$ cat config.mk
export PLATFORM = sky130hd
export DESIGN_NAME = pct_source_flat
export DESIGN_NICKNAME = d
export VERILOG_FILES = /design/src/verilog/pct_pkg.sv /design/src/verilog/pct_link_if.sv /design/src/verilog/pct_source.sv /design/src/flat_wrapper.sv
export VERILOG_INCLUDE_DIRS = /design/src /design/src/verilog
export SDC_FILE = /design/constraint.sdc
export NUM_CORES = 1
export LEC_CHECK = 0
export BUFFER_PORTS_ARGS = -buffer_cell sky130_fd_sc_hd__buf_4
export CORE_UTILIZATION = 60
export CTS_BUF_LIST = sky130_fd_sc_hd__clkbuf_16
export DETAILED_ROUTE_END_ITERATION = 6
export MAX_ROUTING_LAYER = met4
export PLACE_DENSITY = 0.79
export SLEW_MARGIN = 20
export SYNTH_ARGS = -nofsm -noshare
export SYNTH_HDL_FRONTEND = slang
export SYNTH_SLANG_ARGS = --single-unit
$ cat constraint.sdc
create_clock -name clk_sys_i -period 2.4 [get_ports clk_sys_i]
set_input_delay 0.12 -clock clk_sys_i [delete_from_list [all_inputs] [get_ports clk_sys_i]]
set_output_delay 0.12 -clock clk_sys_i [all_outputs]
set_load 0.01 [all_outputs]
$ cat src/verilog/pct_consts.svh
`ifndef PCT_CONSTS_SVH
`define PCT_CONSTS_SVH

// ==================================================================
// Message codes on the link
`define PCT_MSG_W 2
`define PCT_MSG_ACCEPT 2'h1
`define PCT_MSG_PS_RDY 2'h2
`define PCT_MSG_NONE 2'h0

// ==================================================================
// Timing, figures in microseconds, counts at 100 MHz
`define PCT_CLK_MHZ 100
`define PCT_CNT_W 24
// Source transition wait, minimum
`define PCT_T_SRC_TRANS_US 25
`define PCT_SRC_TRANS_CYC (`PCT_T_SRC_TRANS_US * `PCT_CLK_MHZ)
// Source supply ready, maximum
`define PCT_T_SRC_READY_US 275000
`define PCT_SRC_READY_CYC (`PCT_T_SRC_READY_US * `PCT_CLK_MHZ)
// Sink standby reduction, maximum
`define PCT_T_SNK_STDBY_US 15
`define PCT_SNK_STDBY_CYC (`PCT_T_SNK_STDBY_US * `PCT_CLK_MHZ)
// Sink transition timer, maximum wait for supply ready message
`define PCT_T_PS_TRANS_US 500000
`define PCT_PS_TRANS_CYC (`PCT_T_PS_TRANS_US * `PCT_CLK_MHZ)
// Longest wait for an acknowledge before the source gives up
`define PCT_ACK_WAIT_CYC 8'h10

`endif

$ cat src/verilog/pct_pkg.sv
package pct_pkg;
  // ================================================================
  // Source end states
  typedef enum logic [2:0] {
    PCT_SRC_IDLE = 3'b000,
    PCT_SRC_SEND_ACC = 3'b001,
    PCT_SRC_WAIT_ACK = 3'b010,
    PCT_SRC_TRANS = 3'b011,
    PCT_SRC_SUPPLY = 3'b100,
    PCT_SRC_SEND_RDY = 3'b101,
    PCT_SRC_WAIT_ACK2 = 3'b110
  } pct_src_state_t;

  // ================================================================
  // Sink end states
  typedef enum logic [2:0] {
    PCT_SNK_IDLE = 3'b000,
    PCT_SNK_ACK_ACC = 3'b001,
    PCT_SNK_EVAL_ACC = 3'b010,
    PCT_SNK_WAIT_RDY = 3'b011,
    PCT_SNK_ACK_RDY = 3'b100,
    PCT_SNK_EVAL_RDY = 3'b101
  } pct_snk_state_t;
endpackage

$ cat src/verilog/pct_link_if.sv
`timescale 1ns/100ps
`include "pct_consts.svh"

// ==================================================================
// Message link between the two policy engines
interface pct_link_if;
  logic msg_valid;
  logic [`PCT_MSG_W-1:0] msg_code;
  logic ack_valid;

  modport source (output msg_valid, output msg_code, input ack_valid);
  modport sink (input msg_valid, input msg_code, output ack_valid);
endinterface

$ cat src/verilog/pct_source.sv
`timescale 1ns/100ps
`include "pct_consts.svh"

// Notes on behaviour
// - Source answers request by sending Accept
// - Sink starts transition timer on Accept
// - After Accept acknowledged, wait transition time
// - Sink acknowledges Accept before evaluating it
// - Sink drops to standby within its window
// - Sink keeps transient load limits
// - After wait, command supply voltage change
// - Supply must be ready within ready time
// - Supply ready status reaches the engine
// - Send supply ready message after status
// - Sink acknowledges then permits new power
// - Sink may start new load anytime
// - Sink load change duration is variable
module pct_source
  import pct_pkg::*;
(
  // Clock and reset
  input wire logic clk_sys_i,
  input wire logic rst_i,
  // Link to the sink
  pct_link_if.source link,
  // Device policy manager side
  input wire logic req_i,
  input wire logic supply_ready_i,
  output logic supply_cmd_o,
  output logic busy_o,
  output logic done_o,
  output logic ready_late_o
);

  // ================================================================
  // State and timers
  pct_src_state_t state_reg;
  logic [`PCT_CNT_W-1:0] trans_cnt_reg;
  logic [`PCT_CNT_W+3:0] ready_cnt_reg;
  logic msg_valid_reg;
  logic [`PCT_MSG_W-1:0] msg_code_reg;
  // Acknowledge watchdog, guards against a sink that never answers
  logic [7:0] ack_cnt_reg;
  logic ack_lost;

  // Timer limits, cut to the counter widths on purpose
  localparam logic [7:0] ACK_CYC = `PCT_ACK_WAIT_CYC;
  localparam logic [`PCT_CNT_W-1:0] TRANS_CYC =
    `PCT_CNT_W'(`PCT_SRC_TRANS_CYC);
  localparam logic [`PCT_CNT_W+3:0] READY_CYC =
    (`PCT_CNT_W+4)'(`PCT_SRC_READY_CYC);

  // ================================================================
  // Sequence control
  always_ff @(posedge clk_sys_i or posedge rst_i) begin
    if (rst_i) begin
      state_reg <= PCT_SRC_IDLE;
    end else begin
      case (state_reg)
        PCT_SRC_IDLE: begin
          if (req_i) begin
            state_reg <= PCT_SRC_SEND_ACC;
          end
        end
        PCT_SRC_SEND_ACC: begin
          state_reg <= PCT_SRC_WAIT_ACK;
        end
        PCT_SRC_WAIT_ACK: begin
          if (link.ack_valid) begin
            state_reg <= PCT_SRC_TRANS;
          end else if (ack_lost) begin
            // No acknowledge: drop the transition, supply untouched
            state_reg <= PCT_SRC_IDLE;
          end
        end
        PCT_SRC_TRANS: begin
          if (trans_cnt_reg == TRANS_CYC - `PCT_CNT_W'(1)) begin
            state_reg <= PCT_SRC_SUPPLY;
          end
        end
        PCT_SRC_SUPPLY: begin
          // Holds here until status arrives, even past the deadline
          if (supply_ready_i) begin
            state_reg <= PCT_SRC_SEND_RDY;
          end
        end
        PCT_SRC_SEND_RDY: begin
          state_reg <= PCT_SRC_WAIT_ACK2;
        end
        PCT_SRC_WAIT_ACK2: begin
          if (link.ack_valid) begin
            state_reg <= PCT_SRC_IDLE;
          end else if (ack_lost) begin
            // Supply already moved; only the report is lost
            state_reg <= PCT_SRC_IDLE;
          end
        end
        default: begin
          state_reg <= PCT_SRC_IDLE;
        end
      endcase
    end
  end

  // ================================================================
  // Acknowledge watchdog
  // A lost acknowledge would otherwise hold the engine busy for good;
  // giving up returns to idle so that a later request can retry
  always_ff @(posedge clk_sys_i or posedge rst_i) begin
    if (rst_i) begin
      ack_cnt_reg <= 8'h00;
    end else if ((state_reg == PCT_SRC_WAIT_ACK ||
        state_reg == PCT_SRC_WAIT_ACK2) && !link.ack_valid) begin
      if (ack_cnt_reg != ACK_CYC) begin
        ack_cnt_reg <= ack_cnt_reg + 8'h01; // Saturates at the limit
      end
    end else begin
      ack_cnt_reg <= 8'h00;
    end
  end

  // Watchdog expiry, read by the sequence control
  assign ack_lost = (ack_cnt_reg == ACK_CYC);

  // ================================================================
  // Transition wait
  // Counts only while waiting; cleared elsewhere so that each
  // transition gets the full wait, never a remainder
  always_ff @(posedge clk_sys_i or posedge rst_i) begin
    if (rst_i) begin
      trans_cnt_reg <= '0;
    end else if (state_reg == PCT_SRC_TRANS) begin
      trans_cnt_reg <= trans_cnt_reg + `PCT_CNT_W'(1);
    end else begin
      trans_cnt_reg <= '0;
    end
  end

  // ================================================================
  // Supply ready deadline
  // Only flags lateness; the engine keeps waiting for the status,
  // since a ready message without it would be worse than a late one
  always_ff @(posedge clk_sys_i or posedge rst_i) begin
    if (rst_i) begin
      ready_cnt_reg <= '0;
      ready_late_o <= 1'b0;
    end else if (state_reg == PCT_SRC_SUPPLY) begin
      if (ready_cnt_reg != READY_CYC) begin
        ready_cnt_reg <= ready_cnt_reg + (`PCT_CNT_W+4)'(1);
      end else begin
        ready_late_o <= 1'b1;
      end
    end else begin
      ready_cnt_reg <= '0;
      if (state_reg == PCT_SRC_SEND_ACC) begin
        ready_late_o <= 1'b0;
      end
    end
  end

  // ================================================================
  // Message strobes
  // One cycle each toward the sink
  always_ff @(posedge clk_sys_i or posedge rst_i) begin
    if (rst_i) begin
      msg_valid_reg <= 1'b0;
      msg_code_reg <= `PCT_MSG_NONE;
    end else if (state_reg == PCT_SRC_SEND_ACC) begin
      msg_valid_reg <= 1'b1;
      msg_code_reg <= `PCT_MSG_ACCEPT;
    end else if (state_reg == PCT_SRC_SEND_RDY) begin
      msg_valid_reg <= 1'b1;
      msg_code_reg <= `PCT_MSG_PS_RDY;
    end else begin
      msg_valid_reg <= 1'b0;
      msg_code_reg <= `PCT_MSG_NONE;
    end
  end

  assign link.msg_valid = msg_valid_reg;
  assign link.msg_code = msg_code_reg;

  // ================================================================
  // Status outputs
  // All registered so the policy manager sees clean levels
  always_ff @(posedge clk_sys_i or posedge rst_i) begin
    if (rst_i) begin
      supply_cmd_o <= 1'b0;
      busy_o <= 1'b0;
      done_o <= 1'b0;
    end else begin
      supply_cmd_o <= (state_reg == PCT_SRC_TRANS) &&
        (trans_cnt_reg == TRANS_CYC - `PCT_CNT_W'(1));
      busy_o <= (state_reg != PCT_SRC_IDLE);
      done_o <= (state_reg == PCT_SRC_WAIT_ACK2) && link.ack_valid;
    end
  end

endmodule
$ cat src/flat_wrapper.sv
// flat-port wrapper written by rule: the top's interface ports become plain ports
module pct_source_flat import pct_pkg::*;
  (clk_sys_i, rst_i, req_i, supply_ready_i, supply_cmd_o, busy_o, done_o, ready_late_o, link_msg_valid, link_msg_code, link_ack_valid);
  pct_link_if link_i ();
  input wire logic clk_sys_i;
  input wire logic rst_i;
  input wire logic req_i;
  input wire logic supply_ready_i;
  output logic supply_cmd_o;
  output logic busy_o;
  output logic done_o;
  output logic ready_late_o;
  output wire logic [$bits(link_i.msg_valid)-1:0] link_msg_valid;
  output wire logic [$bits(link_i.msg_code)-1:0] link_msg_code;
  input wire logic [$bits(link_i.ack_valid)-1:0] link_ack_valid;
  assign link_msg_valid = link_i.msg_valid;
  assign link_msg_code = link_i.msg_code;
  assign link_i.ack_valid = link_ack_valid;
  pct_source u_core (.clk_sys_i(clk_sys_i), .rst_i(rst_i), .link(link_i), .req_i(req_i), .supply_ready_i(supply_ready_i), .supply_cmd_o(supply_cmd_o), .busy_o(busy_o), .done_o(done_o), .ready_late_o(ready_late_o));
endmodule
==> results <==
- The flow ran to the end, and the final reports show no timing, DRC or antenna violations.
- Data on the critical path arrives at its endpoint at 2390 ps.
- The first-pass GRT wire length is 12,360 um.
- The cell taking the most area after synthesis is sky130_fd_sc_hd__dfrtp_1.
- The share of final-layout standard cells stronger than drive strength 1 is 0.07990.
- The power per unit of standard cell area is 697.8 mW/mm2.
- For met2 alone, demand over resource in global routing was 0.3974.
- STA classifies the critical path startpoint as a register.
- Measured on the finished design, the core utilization comes to 0.7061.
- Max-cap violations in this run came to 0.
- In the final design database the tool counted just under 400 nets.
- The number of buffers and inverters on the critical path is 0.
- The share of synthesized area in the top cell type comes to 0.4880.
- The half-perimeter wire length after placement is 4800 um.
- The weighted congestion at the end of routability-driven global placement is 0.8118.
- For this run, the register share of the synthesized area comes to 0.4880.
- The total DRC errors in the routed layout is 0.
- The maximum vdd ir drop is 0.5943 mV.
- Yosys mapped a number of flops with a built-in enable equal to 0.
- Of the available clock period, the critical path in the final layout requires 0.8949.
- The most prevalent standard cell on the critical path is sky130_fd_sc_hd__or4_1.
- The insertion delay of the later-clocked pin in the worst-skew pair is 320 ps.
- The path class of the tightest hold or removal check is primary input to register.
- Data on the critical path is required at its endpoint by 2640 ps.
- The number of hold buffers added after CTS was 1.
- The setup TNS is 0 ps.
- At the pin with the least slew margin, the transition time is 644.6 ps.
- In this run, CTS created clock tree buffers numbering 9.
- The largest fanout of any net on the critical path is 16.
- The DRC violation total after the first TritonRoute iteration is roughly 210.
- The area growth from synthesis to layout is 10.98%.
- The overall via count from detail_route is 2,826.
- The path depth of the worst reg2reg path is 4.
- The total number of H-tree levels is 3.
- The area of the mapped netlist is between 0.003 and 0.004 mm2.
- The count of filler cells inserted in the layout is roughly 420.
- The share of async-settable or async-resettable flops after synthesis is 1.000.
- The signal on the critical path passes through nand4_2 > or4_1 > or4_1 > a21oi_1.
- The area taken by multi-input logic gates is 0.001704 mm2.
- The number of synthesized register bits is 70.
- Setup violations remaining at the end of the flow were counted as 0.
- The dominant synthesized flop cell is sky130_fd_sc_hd__dfrtp_1.
- After synthesis, the netlist uses 36 different library cells.
- The cell family contributing the most delay on the critical path is simple AND/OR/NAND/NOR gates.
- The headroom to the max-slew limit is 0.5697.
- The count of TritonRoute iterations in the first routing pass is 4.
- 12 I/O pins were placed.
- The reg-to-reg endpoint is u_core.trans_cnt_reg[23].
- The number of antenna-violating nets in the routed design is 0.
- The tree is rooted in a sky130_fd_sc_hd__clkbuf_16.
- In this run the core area contains 27 standard-cell rows.
- The flip-flop count of the largest register after layout is 28.
- The repair_antennas step left the layout with diodes totalling 0.
- The total track usage is 0.2637.
- For this configuration, the core starts out at a cell density of 0.6363.
- Measured along the y axis, the die boundary spans a little under 80 um.
- Tracing the worst setup path back leads to its startpoint at u_core.trans_cnt_reg[9].
- The routed wire length is 7053 um.
- The total area inside the core boundary comes to between 0.005 and 0.006 mm2.
- The width of the chip is ~80 um.
- In this run, post-CTS repair resized a total of 0 instances.
- In this run the static leakage power is between 1.5 and 2 nW.
- In this run the critical register-to-register path is launched from u_core.trans_cnt_reg[9].
- The number of standard cells after synthesis is 377.
- The most common cell in the netlist is sky130_fd_sc_hd__dfrtp_1.
- Setup repair after global routing left no endpoint under its margin.
- The most used routing layer is met2.
- The critical path ends at u_core.trans_cnt_reg[23].
- After detailed routing, the average wire length per cell comes to 15.33 um.
- The flop-to-flop setup slack is 250 ps.
- TritonCTS built the clock tree.
- The per-instance average area after synthesis is 9.522 um2.
- In the global route stage, met3 resource usage came out at 0.05517.
- Counting instances in the post-synthesis netlist gives the leading cell types as sky130_fd_sc_hd__dfrtp_1 (70), sky130_fd_sc_hd__nor2_1 (40), sky130_fd_sc_hd__nand3_1 (27), sky130_fd_sc_hd__xor2_1 (22).
- The type of the setup path with the least slack is register to register.
- The number of hold violations in the final report came to 0.
- The worst path in the final design needs a cycle of approximately 2100 ps, including I/O delays and setup.
- The initial antenna violation count is 0.
- The number of sinks on the clock net is 70.
- The floorplan step defined a die boundary enclosing 0.006296 mm2.
- Summed over all layers, the global routing overflow is 0.
- STA classifies the critical path endpoint as a register.
- The synthesis warning total is 0.
- On the final layout, the worst clock skew is 5.561 ps.
- After clock tree synthesis, the clock-pin slew on the worst setup and hold paths is about 50 ps.
- The number of logic stages on the critical path including buffering is 4.
- The critical path's slowest cell is sky130_fd_sc_hd__or4_1.
- The sequential cells in the finished layout cover a total of 0.001752 mm2.
- In this design, the stage delay of the slowest critical-path cell is 720 ps.
- Based on the critical path, the design can be clocked at up to 465.6 MHz.
- After detailed routing, the number of vias per cell comes to approximately 6.1.
- After clock tree synthesis, the setup repair step added 0 buffers.
- The met1 usage in global routing is 0.3572.
- In the post-synthesis netlist, the biggest area contributors are sky130_fd_sc_hd__dfrtp_1 (49%), sky130_fd_sc_hd__xor2_1 (5.4%), sky130_fd_sc_hd__nor2_1 (4.2%).
- The via count of the first global-routing pass was 2,702.
- The total nets after synthesis is 387.
- The number of I/O port buffers is 11.
- No sink is reached through more buffers than the 2 on the longest clock path.
- Entering global routing, the biggest net connects 42 pins.
- The number of pins exceeding their max-slew limit in the final report came to 0.
## placed cells by master, fill, tap and decap left out, types with 4 or more instances in the layout
| cell | count |
|---|---|
| sky130_fd_sc_hd__dfrtp_1 | 70 |
| sky130_fd_sc_hd__nor2_1 | 40 |
| sky130_fd_sc_hd__nand3_1 | 27 |
| sky130_fd_sc_hd__xor2_1 | 22 |
| sky130_fd_sc_hd__nand2_1 | 21 |
| sky130_fd_sc_hd__a21oi_1 | 21 |
| sky130_fd_sc_hd__or4_1 | 18 |
| sky130_fd_sc_hd__nand4_1 | 15 |
| sky130_fd_sc_hd__o31ai_1 | 15 |
| sky130_fd_sc_hd__buf_4 | 14 |
| sky130_fd_sc_hd__inv_1 | 12 |
| sky130_fd_sc_hd__and3_1 | 12 |
| sky130_fd_sc_hd__xnor2_1 | 10 |
| sky130_fd_sc_hd__clkbuf_16 | 9 |
| sky130_fd_sc_hd__nor4_1 | 8 |
| sky130_fd_sc_hd__o21ai_0 | 8 |
| sky130_fd_sc_hd__and4_1 | 8 |
| sky130_fd_sc_hd__or3_1 | 6 |
| sky130_fd_sc_hd__nor3_1 | 5 |
| sky130_fd_sc_hd__and2_1 | 5 |
| sky130_fd_sc_hd__ha_1 | 5 |
| sky130_fd_sc_hd__nand2b_1 | 4 |
## area by class of cell
cell class | count | share of cell area
Inverter | 12 | 0.01131
Clock buffer | 9 | 0.05653
Tap cell | 72 | 0.02261
Clock inverter | 7 | 0.008166
Timing Repair Buffer | 16 | 0.03392
Sequential cell | 70 | 0.4397
Multi-Input combinational cell | 274 | 0.4278
## routing by layer
layer | part of all wire | routed length [um] | vias up
li1 | - | - | 1373
met3 | 0.041 | 286 | 11
met2 | 0.46 | 3271 | 60
met4 | 0.015 | 109 | 0
met5 | 0 | 0 | -
met1 | 0.48 | 3386 | 1382
## metrics by stage
step                      hold slack [ps]  power (mW)  instance area [um2]  setup WS (ps)  cells
after floorplan                     279.8       1.560                 3590          511.8    377
after CTS                           89.83       2.807                 3984          248.4    460
final                               93.97       2.780                 3984          252.2    460
after global routing                98.86       2.900                 3984          141.6    460
after global placement              248.8       1.652                 3716          332.6    443
after detailed placement            263.7       1.662                 3716          268.8    443
## how the worst min path moves through the flow
stage | start | endpoint | slack (ps) | depth (start not counted)
after floorplan | link_ack_valid | u_core.done_o | 280 | 1
final | link_ack_valid | u_core.done_o | 90 | 2
after detailed placement | rst_i | u_core.trans_cnt_reg[3] | 260 | 2
after global placement | rst_i | u_core.busy_o | 250 | 2
after CTS | link_ack_valid | u_core.done_o | 90 | 2
after global routing | link_ack_valid | u_core.done_o | 100 | 2
## power by group
group          switching [mW]  internal [mW]
clock network           0.458          0.679
registers              0.0602           1.24
logic                   0.221          0.121
total                   0.739           2.04
## logic make-up after synthesis
kind of cell	count (synthesis)	share of synthesized area
DFF	70	0.4880
xor gates and xnor gates	32	0.07807
buffers and inverters	33	0.03729
and+or+nand+nor	181	0.2795
adders and majority gates	5	0.01743
AOI/OAI and AO/OA	53	0.09132
muxes	3	0.008366
Note: power is estimated with default switching activity, not from simulation.
